[src/logic/burst_sram_defines.vh]
// constants for the four-word double-rate burst memory front end
// assumes inclusion by the single design module
`ifndef BURST_SRAM_DEFINES_VH
`define BURST_SRAM_DEFINES_VH
`define WORD_W 18
`define ADDR_W 4
`define DEPTH 16
`define BURST_LEN 4
`define LAT_LONG_HALVES 3'h5
`define LAT_SHORT_HALVES 3'h2
`define EDGE_K 2'h1
`define EDGE_KN 2'h2
`endif

[src/logic/burst_sram.v]
// four-word double-rate burst memory with shared address bus
// k and k_n are link clocks sampled by clk_in; bench period 64 ns
`timescale 1ns/1ps
`include "burst_sram_defines.vh"
module burst_sram (
    input wire clk_in,
    input wire rst_in,
    input wire k_in,
    input wire k_n_in,
    input wire [`ADDR_W-1:0] addr_in,
    input wire read_sel_n_in,
    input wire write_sel_n_in,
    input wire [`WORD_W-1:0] wdata_in,
    input wire [1:0] byte_write_select_n_in,
    input wire pll_off_select_in,
    input wire rd_ready_in,
    output reg [`WORD_W-1:0] rdata_out,
    output reg read_valid_flag_out,
    output reg echo_clock_out,
    output reg echo_clock_n_out,
    output reg rd_valid_out
);
    // two-flop synchronisers for every pin but rst_in and rd_ready_in
    reg [1:0] k_s1_q, k_s2_q, k_s3_q;
    reg [`ADDR_W-1:0] a_s1_q, a_s2_q;
    reg [`WORD_W-1:0] d_s1_q, d_s2_q;
    reg [1:0] b_s1_q, b_s2_q;
    reg [2:0] c_s1_q, c_s2_q;
    // link clocks, third flop only for edge finding
    always @(posedge clk_in) begin
        k_s1_q <= {k_n_in, k_in};
        k_s2_q <= k_s1_q;
        k_s3_q <= k_s2_q;
    end

    // shared address, same depth as the link clocks
    always @(posedge clk_in) begin
        a_s1_q <= addr_in;
        a_s2_q <= a_s1_q;
    end

    // write word and byte selects
    always @(posedge clk_in) begin
        d_s1_q <= wdata_in;
        d_s2_q <= d_s1_q;
        b_s1_q <= byte_write_select_n_in;
        b_s2_q <= b_s1_q;
    end

    // port selects and latency select
    always @(posedge clk_in) begin
        c_s1_q <= {pll_off_select_in, write_sel_n_in, read_sel_n_in};
        c_s2_q <= c_s1_q;
    end
    wire k_rise = k_s2_q[0] & ~k_s3_q[0];
    wire kn_rise = k_s2_q[1] & ~k_s3_q[1];
    wire any_rise = k_rise | kn_rise;

    function [`WORD_W-1:0] merge;
        input [`WORD_W-1:0] old_w;
        input [`WORD_W-1:0] new_w;
        input [1:0] bw_n;
        begin
            merge = old_w;
            if (!bw_n[0])
                merge[8:0] = new_w[8:0];
            if (!bw_n[1])
                merge[17:9] = new_w[17:9];
        end
    endfunction

    reg [`WORD_W-1:0] mem_q [0:`DEPTH*`BURST_LEN-1];
    reg phase_q; // 0: next k rise is read address slot
    reg wr_act_q;
    reg [`ADDR_W-1:0] wr_next_q;
    reg [`ADDR_W-1:0] wr_addr_q;
    reg [1:0] wr_idx_q;
    reg wr_pend_q;
    reg [`ADDR_W-1:0] rd_addr_q;
    reg [2:0] rd_wait_q;
    reg rd_act_q;
    reg [1:0] rd_idx_q;
    // two-entry output buffer
    reg [`WORD_W-1:0] buf_q [0:1];
    reg [1:0] cnt_q;
    reg wp_q, rp_q;
    wire buf_full = cnt_q == 2'h2;
    // burst begins on the k rise after the write slot
    wire wr_start = wr_pend_q && k_rise;
    wire [`ADDR_W+1:0] wr_ptr = wr_start ? {wr_next_q, 2'h0} : {wr_addr_q, wr_idx_q};
    wire [`ADDR_W+1:0] rd_ptr = {rd_addr_q, rd_idx_q};
    wire rd_push = rd_act_q && rd_wait_q == 3'h0 && any_rise;
    wire rd_pop = rd_valid_out && rd_ready_in;
    // a write word lands on every link edge of a burst
    wire wr_word = any_rise && (wr_act_q || wr_start);
    wire wr_hit = wr_word && wr_ptr == rd_ptr;
    // bypass newest write word to the read path
    wire [`WORD_W-1:0] rd_word = wr_hit ? merge(mem_q[rd_ptr], d_s2_q, b_s2_q) : mem_q[rd_ptr];
    // slots alternate: read on one k rise, write on the next
    wire accept_rd = k_rise && !phase_q && !c_s2_q[0] && !buf_full;
    wire accept_wr = k_rise && phase_q && !c_s2_q[1];
    // a word enters the buffer only while a slot is free
    wire rd_store = rd_push && !buf_full;
    wire [1:0] cnt_d = cnt_q + {1'b0, rd_store} - {1'b0, rd_pop};
    // empty buffer forwards the arriving word straight to the head
    wire head_is_new = cnt_q == 2'h0 || (cnt_q == 2'h1 && rd_pop);
    wire [`WORD_W-1:0] head_d = head_is_new ? rd_word : (rd_pop ? buf_q[~rp_q] : buf_q[rp_q]);

    integer i;

    // echo clocks follow the synchronised link clocks
    always @(posedge clk_in) begin
        if (rst_in) begin
            phase_q <= 1'b0;
            echo_clock_out <= 1'b0;
            echo_clock_n_out <= 1'b1;
        end else begin
            echo_clock_out <= k_s2_q[0];
            echo_clock_n_out <= k_s2_q[1];
            if (k_rise)
                phase_q <= ~phase_q;
        end
    end

    // write side: address parked until its burst starts on the next k rise
    always @(posedge clk_in) begin
        if (rst_in) begin
            wr_pend_q <= 1'b0;
            wr_act_q <= 1'b0;
            wr_next_q <= {`ADDR_W{1'b0}};
            wr_addr_q <= {`ADDR_W{1'b0}};
            wr_idx_q <= 2'h0;
        end else begin
            if (accept_wr) begin
                wr_next_q <= a_s2_q;
                wr_pend_q <= 1'b1;
            end else if (wr_start) begin
                wr_pend_q <= 1'b0;
            end
            if (wr_start) begin
                // word 0 lands on this edge
                wr_addr_q <= wr_next_q;
                wr_idx_q <= 2'h1;
                wr_act_q <= 1'b1;
            end else if (wr_act_q && any_rise) begin
                wr_idx_q <= wr_idx_q + 2'h1;
                if (wr_idx_q == 2'h3)
                    wr_act_q <= 1'b0;
            end
        end
    end

    // self-timed internal write, one word per link edge
    always @(posedge clk_in) begin
        if (!rst_in && wr_word)
            mem_q[wr_ptr] <= merge(mem_q[wr_ptr], d_s2_q, b_s2_q);
    end

    // read side, independent of the write side
    always @(posedge clk_in) begin
        if (rst_in) begin
            rd_addr_q <= {`ADDR_W{1'b0}};
            rd_wait_q <= 3'h0;
            rd_act_q <= 1'b0;
            rd_idx_q <= 2'h0;
            read_valid_flag_out <= 1'b0;
        end else begin
            if (accept_rd) begin
                rd_addr_q <= a_s2_q;
                rd_idx_q <= 2'h0;
                rd_act_q <= 1'b1;
                rd_wait_q <= c_s2_q[2] ? `LAT_LONG_HALVES - 3'h1 : `LAT_SHORT_HALVES - 3'h1;
            end else if (rd_act_q && any_rise) begin
                if (rd_wait_q != 3'h0)
                    rd_wait_q <= rd_wait_q - 3'h1;
                else if (!buf_full) begin
                    // a full buffer holds the burst back, no word is dropped
                    rd_idx_q <= rd_idx_q + 2'h1;
                    if (rd_idx_q == 2'h3)
                        rd_act_q <= 1'b0;
                end
            end
            // flag tracks a read burst past its latency, not words on the output
            read_valid_flag_out <= rd_act_q && rd_wait_q == 3'h0;
        end
    end

    // buffer pointers and fill count move together
    always @(posedge clk_in) begin
        if (rst_in) begin
            cnt_q <= 2'h0;
            wp_q <= 1'b0;
            rp_q <= 1'b0;
        end else begin
            if (rd_store)
                wp_q <= ~wp_q;
            if (rd_pop)
                rp_q <= ~rp_q;
            cnt_q <= cnt_d;
        end
    end

    // buffer storage needs no reset, the count guards it
    always @(posedge clk_in) begin
        if (rd_store)
            buf_q[wp_q] <= rd_word;
    end

    always @(posedge clk_in) begin
        if (rst_in) begin
            rdata_out <= {`WORD_W{1'b0}};
            rd_valid_out <= 1'b0;
        end else begin
            rd_valid_out <= cnt_d != 2'h0;
            rdata_out <= head_d;
        end
    end

    // array starts cleared in simulation
    initial begin
        for (i = 0; i < `DEPTH*`BURST_LEN; i = i + 1)
            mem_q[i] = {`WORD_W{1'b0}};
    end
endmodule // burst_sram

[config.mk]
export PLATFORM = sky130hd
export DESIGN_NAME = burst_sram
export DESIGN_NICKNAME = d
export VERILOG_FILES = /design/src/logic/burst_sram.v
export VERILOG_INCLUDE_DIRS = /design/src /design/src/logic
export SDC_FILE = /design/constraint.sdc
export NUM_CORES = 1
export LEC_CHECK = 0
export BUFFER_PORTS_ARGS = -buffer_cell sky130_fd_sc_hd__buf_4
export CELL_PAD_IN_SITES_DETAIL_PLACEMENT = 0
export CELL_PAD_IN_SITES_GLOBAL_PLACEMENT = 1
export CORE_MARGIN = 2
export CORE_UTILIZATION = 45
export DETAILED_ROUTE_END_ITERATION = 8
export GPL_TIMING_DRIVEN = 0
export PLACE_DENSITY_LB_ADDON = 0.12
export RECOVER_POWER = 25
export SYNTH_ARGS = -nofsm -noshare
export SYNTH_HDL_FRONTEND = slang
export SYNTH_SLANG_ARGS = --single-unit
export TNS_END_PERCENT = 1
[constraint.sdc]
create_clock -name clk_in -period 3.74 [get_ports clk_in]
set_input_delay 0.374 -clock clk_in [delete_from_list [all_inputs] [get_ports clk_in]]
set_output_delay 0.374 -clock clk_in [all_outputs]
set_load 0.02 [all_outputs]
======== Word-level counts from Yosys, hierarchy flattened ========
Memories as Yosys holds them, arrays and structs flattened. A register that Yosys moved wholly into a read port is not among the register bits.
Cells that the tools add are included.
operators by class
  muxes and demuxes ....................... 32
  reductions and logical operators ........ 41
  bitwise operators ....................... 10
  add/subtract/negate cells ............... 5
  divide/modulo/power cells ............... 0
  $lt $le $gt $ge ......................... 0
  shift operators ......................... 0
  equality and inequality tests ........... 9
  multiply operators ...................... 0
operators with widths
  operator               number
  $mux W18               3
  $mux W9                6
  $mux W1                18
  $logic_and A1 B1 Y1    16
  $reduce_bool A2 Y1     7
  $mux W3                4
  $reduce_and A2 Y1      4
  $not A1 Y1             7
  $eq A2 B2 Y1 const B   3
  $eq A6 B6 Y1           1
  $mux W6                1
  $ne A2 B2 Y1 const B   3
  $logic_not A1 Y1       5
  $add A2 B1 Y2 const B  2
  $reduce_and A4 Y1      1
  $reduce_or A2 Y1       2
  $logic_not A3 Y1       1
  $reduce_and A3 Y1      1
  $reduce_bool A3 Y1     1
  $sub A3 B1 Y3 const B  1
  $add A2 B1 Y2          1
  $and A1 B1 Y1          2
  $eq A2 B1 Y1 const B   1
  $logic_not A2 Y1       1
  4 further kinds        5
storage, ports and cells
  memories kept ........................... 2
  memory bits (read-only) ................. 0
  flip-flop bits (word level) ............. 109
  output and inout port bits .............. 22
  bits in latches ......................... 0
  RAM bits ................................ 1,188
memory list
  name   depth  width  rd ports  clocked after Yosys merged registers in  wr ports  RTL line         RTL
  mem_q  64     18     1         0                                        1         burst_sram.v:72  reg [`WORD_W-1:0] mem_q [0:`DEPTH*`BURST_LEN-1];
  buf_q  2      18     2         1                                        1         burst_sram.v:84  reg [`WORD_W-1:0] buf_q [0:1];

======== Logic depth before layout (Yosys ltp) ========
Gate-level depths: netlist of run 1.
  word-level depth ........................ 9
  depth in mapped cells ................... 12
  gate-level depth less buffers ........... 12

======== Worst setup path after synthesis of run 1 ========
Ideal clock, no wire load.
  path kind ............................... register -> register
  from .................................... register k_s2_q[0]
  to ...................................... memory mem_q[35][0] (netlist name) (enable)
  path buffers ............................ 2
  path slack .............................. 1.145 ns
  period minus slack after synthesis ...... 2.595 ns
  cell stages (with the launch flop) ...... 9
  arrival time ............................ 2.221 ns
  required time ........................... 3.366 ns
  path through ............................ dfxtp_1 -> and2b_1 -> and2_1 -> clkbuf_1 -> nor2_1 -> nand3_1 -> or3_1 -> clkbuf_1 -> nor2_1
on the way
  word-level cells in the longest chain between the ends .. 8
  elaborated cells on any way between the ends .. 11
  those cells by class .................... eq/ne (1); mux (3); bitwise (2); reduce/logical (5)
ends and longest elaborated chain
  what                           RTL line          RTL
  start: declaration             burst_sram.v:24   reg [1:0] k_s1_q, k_s2_q, k_s3_q;
  start signal: assignment       burst_sram.v:32   k_s2_q <= k_s1_q;
  $and A1 B1 Y1 (*)              burst_sram.v:55   wire k_rise = k_s2_q[0] & ~k_s3_q[0];
  $logic_and A1 B1 Y1            burst_sram.v:89   wire wr_start = wr_pend_q && k_rise;
  $logic_or A1 B1 Y1             burst_sram.v:95   wire wr_word = any_rise && (wr_act_q || wr_start);
  $logic_and A1 B1 Y1            burst_sram.v:95
  $logic_and A1 B1 Y1            burst_sram.v:155  if (!rst_in && wr_word)
  $mux W1                        burst_sram.v:155
  $mux W1 (implied by the code)  burst_sram.v:156  mem_q[wr_ptr] <= merge(mem_q[wr_ptr], d_s2_q, b_s2_q);
  $reduce_and A2 Y1 (no line)    n/a
  end: declaration               burst_sram.v:72
Mark *: on every way between the ends. The rest lies on a longest branch, timed or not.

======== Worst setup path after layout of run 1 ========
  from .................................... register k_s2_q[0]
  to ...................................... memory mem_q[33][5] (netlist name) (enable)
The elaborated chain is that of the path after synthesis.

==> results.json, run 1 <==
{
  "status": "finished, violations left",
  "violations": "max-capacitance violations, max-slew violations, negative setup slack",
  "drc": 0,
  "period_share": 1.129,
  "crit_required_ns": 4.09,
  "tightest_slew_ns": 2.407,
  "start_kind": "register",
  "viasPerCell": 6.203,
  "yosysSeqAreaShare": 0.7626,
  "grt.overflow.total": 0,
  "place_congestion": 0.8734,
  "min-delay-start": "rd_ready_in",
  "final_cell_mix": "edfxtp_1 (1188), mux4_2 (275), clkbuf_16 (151), mux2i_1 (126), nor2_2 (120)",
  "antenna_left": 0,
  "synth_seq_cells": 1298,
  "cts_inserted_buffers": 140,
  "fp.dieH_um": 336.2,
  "ios": 54,
  "grt_pass1_wl_um": 212100,
  "post-route-min-period_ns": 4.221,
  "critical_path.reg2reg.endpoint": "mem_q[33][5]",
  "avgSynthCellArea_um2": 20.43,
  "hp-class": "in -> reg",
  "grt_max_degree": 51,
  "switchingPower_w": 0.007057,
  "multi_input_area_mm2": 0.01149,
  "grt_pass1_vias": 26122,
  "ff2ff_setup_slack_ns": -0.48,
  "rows": 121,
  "insertion_delay_ns": 0.75,
  "core_mm2": 0.1092,
  "num-fill-cells": 8603,
  "timing_hold_violations_final": 0,
  "max_freq_ghz": 0.2369,
  "synth_warnings": 0,
  "die_w_um": 336.2,
  "seq_power_share": 0.512,
  "max_slew_margin": -0.6045,
  "die_area_mm2": 0.1131,
  "final_max_slew_viol_count": 100,
  "initial_core_util": 0.4550,
  "drt_first_iter_violations": 3216,
  "reg2reg_depth": 7,
  "critical_path_class": "reg -> reg",
  "total_leakage_power_nw": 18.11,
  "h-tree-depth": 4,
  "synth.net_count": 2469,
  "vias": 26479,
  "clk_pin_slew_worst_paths_ns": 0.06,
  "fin_skew_ns": 0.02049,
  "synth_flop_cell": "edfxtp_1",
  "p_per_area_mw_per_mm2": 545.4,
  "timing.hold.ws_ns": 0.1441,
  "port_buffers": 53,
  "synth_edf_count": 1188,
  "clock_sinks": 1298,
  "ys_async_sr_fraction": 0,
  "setup_viol_count_final": 312,
  "combPwrFrac": 0.063,
  "final_util": 0.5280,
  "drive_gt1_frac": 0.2875,
  "critPathCaptureType": "register",
  "antenna_cells": 0,
  "wl_per_cell_um": 36.61,
  "nNetsFinal": 2721,
  "syn-instance-count": 2431,
  "timing.rr.start": "k_s2_q[0]",
  "swShare": 0.2245,
  "synth_cell_types": 60,
  "intPower_w": 0.02437,
  "dp_hpwl_um": 100800,
  "syn2layout_area_growth_pct": 16.02,
  "final_common_cell": "edfxtp_1",
  "worst_ep_arrival_time_ns": 4.57,
  "ir_drop_mv": 0.4041,
  "clock_path_buffers": 3,
  "root_buffer": "clkbuf_16",
  "syn_area_mm2": 0.04967,
  "worst_slack_ns": -0.4815,
  "rsz0062_at_grt": "true",
  "drt_wl_total_um": 156300,
  "cp_max_fo": 10,
  "max_cap_viol_count": 2,
  "min_path_cells": 4,
  "power_frac_clock": 0.425,
  "antenna_found_initial": 5,
  "cts_tree": "done",
  "regArea_mm2": 0.03788,
  "hold_end": "rp_q",
  "grt_usage": 0.2794,
  "drt_pre_antenna_iters": 5
}
==> power groups by stage <==
stage	sequential, W	combinational (W)	clock [W]
2_1_floorplan	0.0165	0.000859	0
3_3_place_gp	0.0165	0.00171	0
3_5_place_dp	0.0164	0.00190	0
4_1_cts	0.0161	0.00195	0.0135
5_1_grt	0.0161	0.00204	0.0141
6_report	0.0161	0.00196	0.0134
==> logic make-up after synthesis <==
logic type / count (synthesis) / synth area share
compound gates: 246 / 0.03862
xor+xnor: 13 / 0.002444
fa+ha+maj: 6 / 0.001511
buf+inv: 157 / 0.01670
flops: 1298 / 0.7626
mux: 407 / 0.1517
simple gates: 304 / 0.02645
==> synth_stat cells (all sizes together) (6+ instances only) <==
library cell	n	area, um^2
edfxtp	1188	35670
mux4	275	6193
nor2	163	611.8
mux2i	128	1297
dfxtp	110	2202
nand2	79	301.5
buf	73	513.0
clkbuf	67	251.5
a221oi	64	560.5
a31oi	42	262.8
o21ai	37	185.2
a21oi	33	165.2
nand3	19	95.09
a2bb2oi	16	140.1
o41ai	16	260.3
inv	14	52.55
a221o	13	130.1
or3	11	68.82
xnor2	9	86.34
nor2b	8	50.05
nor3	7	57.55
a32oi	6	52.55
ha	6	75.07
==> per-layer routing <==
| layer | global-route usage | up-vias | wire length [um] |
|---|---|---|---|
| met3 | 0.06528 | 258 | 13660 |
| met5 | 0 | - | 11 |
| met1 | 0.3846 | 14314 | 63550 |
| met2 | 0.4411 | 1304 | 73960 |
| li1 | - | 10601 | - |
| met4 | 0.09369 | 2 | 5089 |
==> worst max-delay path, cell delays in order (launching register included) <==
cell and delay [ns]:
dfxtp_1 0.46, and2b_1 0.25, o21ai_1 0.18, a21o_1 0.22
clkbuf_1 0.30, nor2_1 0.22, nand3_1 0.93, nor2_1 1.24
==> flip-flops by register name, summed over array words and instances, names as in the netlist, 3 cells and up, named ones only <==
signal / cells
mem_q: 1152
buf_q: 36
d_s1_q: 18
d_s2_q: 18
rdata_out: 18
a_s1_q: 4
a_s2_q: 4
rd_addr_q: 4
wr_addr_q: 4
wr_next_q: 4
c_s1_q: 3
c_s2_q: 3
rd_wait_q: 3
==> what timing repair did <==
item | CTS | global route
hold buffers | 30 | 0
buffers inserted | 2 | 3
resized for setup | 104 | 88
endpoints found under the setup margin | 610 | 1037
pin swaps | 2 | 2
hold endpoints to repair | 30 | 0
==> metrics by stage <==
| stage | instance area (um^2) | total power [W] | TNS, ns | std cells | worst slack, ns |
|---|---|---|---|---|---|
| 2_1_floorplan | 49670 | 0.01735 | 0 | 2431 | 1.145 |
| 3_3_place_gp | 51910 | 0.01824 | -227.17 | 3960 | -1.178 |
| 4_1_cts | 57420 | 0.03154 | -61.11 | 4266 | -0.2973 |
| 5_1_grt | 57630 | 0.03220 | -52.63 | 4269 | -0.4204 |
| 3_5_place_dp | 52380 | 0.01830 | -169.92 | 3982 | -1.247 |
| 6_report | 57630 | 0.03143 | -30.52 | 4269 | -0.4815 |
==> worst max path at each step <==
stage                      startpoint             to  cells after the start
after CTS                   k_s2_q[1]    mem_q[2][7]                      7
final                       k_s2_q[0]   mem_q[33][5]                      7
after floorplan             k_s2_q[0]   mem_q[35][0]                      8
after detailed placement  rd_idx_q[1]  rdata_out[12]                      8
after global routing        k_s2_q[1]   mem_q[33][8]                      7
after global placement    rd_idx_q[1]  rdata_out[12]                      8
==> layout make-up <==
cell class | instances | share of cell area
clock inverters | 61 | 0.007925
plain buffers | 140 | 0.01446
flip-flops and latches | 1298 | 0.6573
multi-input cells | 976 | 0.1993
well taps | 1476 | 0.03205
repair buffers | 110 | 0.01958
inverters | 17 | 0.001151
clock buffers | 191 | 0.06824
(Power assumes the default switching activity.)
==> run 2, diff against run 1 <==
--- a/config.mk
+++ b/config.mk
@@ -11,6 +11,7 @@
 export CELL_PAD_IN_SITES_GLOBAL_PLACEMENT = 1
 export CORE_MARGIN = 2
 export CORE_UTILIZATION = 45
+export CTS_BUF_LIST = sky130_fd_sc_hd__clkbuf_4 sky130_fd_sc_hd__clkbuf_8 sky130_fd_sc_hd__clkbuf_16
 export DETAILED_ROUTE_END_ITERATION = 8
 export GPL_TIMING_DRIVEN = 0
 export PLACE_DENSITY_LB_ADDON = 0.12
==> run 2 against run 1 <==
Against the previous run: the run still ends with max-capacitance violations, max-slew violations, negative setup slack left; worst setup slack improved by 0.0040 ns; sequential cell count stayed put; first-iteration DRC count increased by 3.5%; non-clock buffer count unchanged.
==> results.json, run 2 (synthesized netlist as in run 1, its figures left out) <==
{
  "status": "finished, violations left",
  "violations": "max-capacitance violations, max-slew violations, negative setup slack",
  "clock_sinks": 1298,
  "clk_pin_slew_worst_paths_ns": 0.06,
  "rsz0062_at_grt": "true",
  "drt_first_iter_violations": 3330,
  "timing_hold_violations_final": 0,
  "cts_inserted_buffers": 140,
  "grt_pass1_wl_um": 212100,
  "grt_usage": 0.2794,
  "rows": 121,
  "cts_tree": "done",
  "antenna_left": 0,
  "core_mm2": 0.1092,
  "viasPerCell": 6.226,
  "dp_hpwl_um": 100800,
  "critical_path_class": "reg -> reg",
  "fp.dieH_um": 336.2,
  "initial_core_util": 0.4550,
  "tightest_slew_ns": 2.430,
  "max_cap_viol_count": 2,
  "crit_required_ns": 4.10,
  "worst_ep_arrival_time_ns": 4.58,
  "grt_pass1_vias": 26139,
  "slowest_stage": "nor2_1",
  "cp_max_fo": 10,
  "insertion_delay_ns": 0.76,
  "final_common_cell": "edfxtp_1",
  "root_buffer": "clkbuf_16",
  "clock_path_buffers": 3,
  "setup_viol_count_final": 291,
  "nNetsFinal": 2721,
  "drt_pre_antenna_iters": 7,
  "timing.hold.ws_ns": 0.1390,
  "port_buffers": 53,
  "place_ws_ns": -1.247,
  "wl_per_cell_um": 36.62,
  "num-fill-cells": 8580,
  "fin_setup_tns_ns": -32.60,
  "grt_max_degree": 51,
  "path_cells": "and2b_1 -> o21ai_1 -> a21o_1 -> clkbuf_1 -> nor2_1 -> nand3_1 -> nor2_1",
  "ios": 54,
  "max_freq_ghz": 0.2371,
  "place_congestion": 0.8734,
  "worst_slack_ns": -0.4775,
  "max_slew_margin": -0.6200,
  "critPathCaptureType": "register",
  "period_share": 1.128,
  "cp_num_buf_inv": 1,
  "largest_reg_flops": 1152,
  "worst_path_most_repeated_cell": "nor2_1",
  "grt.overflow.total": 0,
  "drt_wl_total_um": 156400,
  "ir_drop_mv": 0.4031,
  "p_per_area_mw_per_mm2": 549.0,
  "drive_gt1_frac": 0.3000,
  "final_cell_mix": "edfxtp_1 (1188), mux4_2 (275), clkbuf_16 (151), mux2i_1 (126), nor2_2 (116)",
  "cp_top_family": "simple AND/OR/NAND/NOR gates",
  "die_area_mm2": 0.1131,
  "antenna_found_initial": 4,
  "vias": 26593,
  "fin_skew_ns": 0.02297,
  "syn2layout_area_growth_pct": 16.31,
  "top_regs": "mem_q: 1152 flops, buf_q: 36 flops",
  "post-route-min-period_ns": 4.217,
  "hp-class": "in -> reg",
  "total_leakage_power_nw": 18.25,
  "critical-path-max-stage-delay_ns": 1.23,
  "drc": 0,
  "start_kind": "register",
  "regMostFlops": "mem_q",
  "die_w_um": 336.2,
  "final_max_slew_viol_count": 100,
  "h-tree-depth": 4
}
run 2: metal layers:
metal	vias to the layer above	global-route usage	wire length (um)
li1	10603	-	-
met3	257	0.06615	14110
met2	1364	0.4397	73840
met4	0	0.09617	5263
met1	14369	0.3843	63190
met5	-	0	0
run 2: worst paths after layout:
kind                            cells past startpoint           end  slack, ns         from
worst max-delay path                                7  mem_q[33][4]      -0.48    k_s2_q[0]
worst min-delay path                                4          rp_q       0.14  rd_ready_in
worst max register to register                      7  mem_q[33][4]      -0.48    k_s2_q[0]
worst min register to register                      0    d_s2_q[16]       0.32   d_s1_q[16]
run 2: worst reg2reg max path: stages (launching register included):
cell	delay, ns
dfxtp_1	0.46
and2b_1	0.26
o21ai_1	0.18
a21o_1	0.22
clkbuf_1	0.29
nor2_1	0.23
nand3_1	0.93
nor2_1	1.25
run 2: layout make-up:
cell class / count / area (um^2) / area share
clock inverters: 61 / 456.7 / 0.007905
clock buffers: 191 / 4079 / 0.07061
plain buffers: 140 / 833.3 / 0.01442
diodes: 2 / 5.005 / 0.00008663
inverters: 17 / 66.31 / 0.001148
flip-flops and latches: 1298 / 37880 / 0.6557
multi-input cells: 976 / 11480 / 0.1986
repair buffers: 110 / 1129 / 0.01954
well taps: 1476 / 1847 / 0.03197
run 2: through the flow:
step                total power, W  cells    util  cell area (um^2)
CTS                        0.03183   4266  0.5274             57570
global placement           0.01824   3960  0.4756             51910
finish                     0.03172   4271  0.5292             57770
global route               0.03249   4269  0.5292             57770
floorplan                  0.01735   2431       -             49670
detailed placement         0.01830   3982  0.4799             52380
run 2: repair_timing:
item                                    in CTS  in global routing
pin swaps                                    2                  2
hold buffers                                30                  0
endpoints found under the setup margin     610               1037
buffers inserted                             2                  3
resized for setup                          104                 84
endpoints found under the hold margin       30                  0
run 2: where the power goes:
group | internal (W) | switching, W | total, W | leakage [nW]
Sequential | 0.0160 | 0.000137 | 0.0161 | 11.6
Combinational | 0.000646 | 0.00132 | 0.00197 | 4.37
Clock | 0.00805 | 0.00561 | 0.0137 | 2.28
Total | 0.0247 | 0.00706 | 0.0317 | 18.2
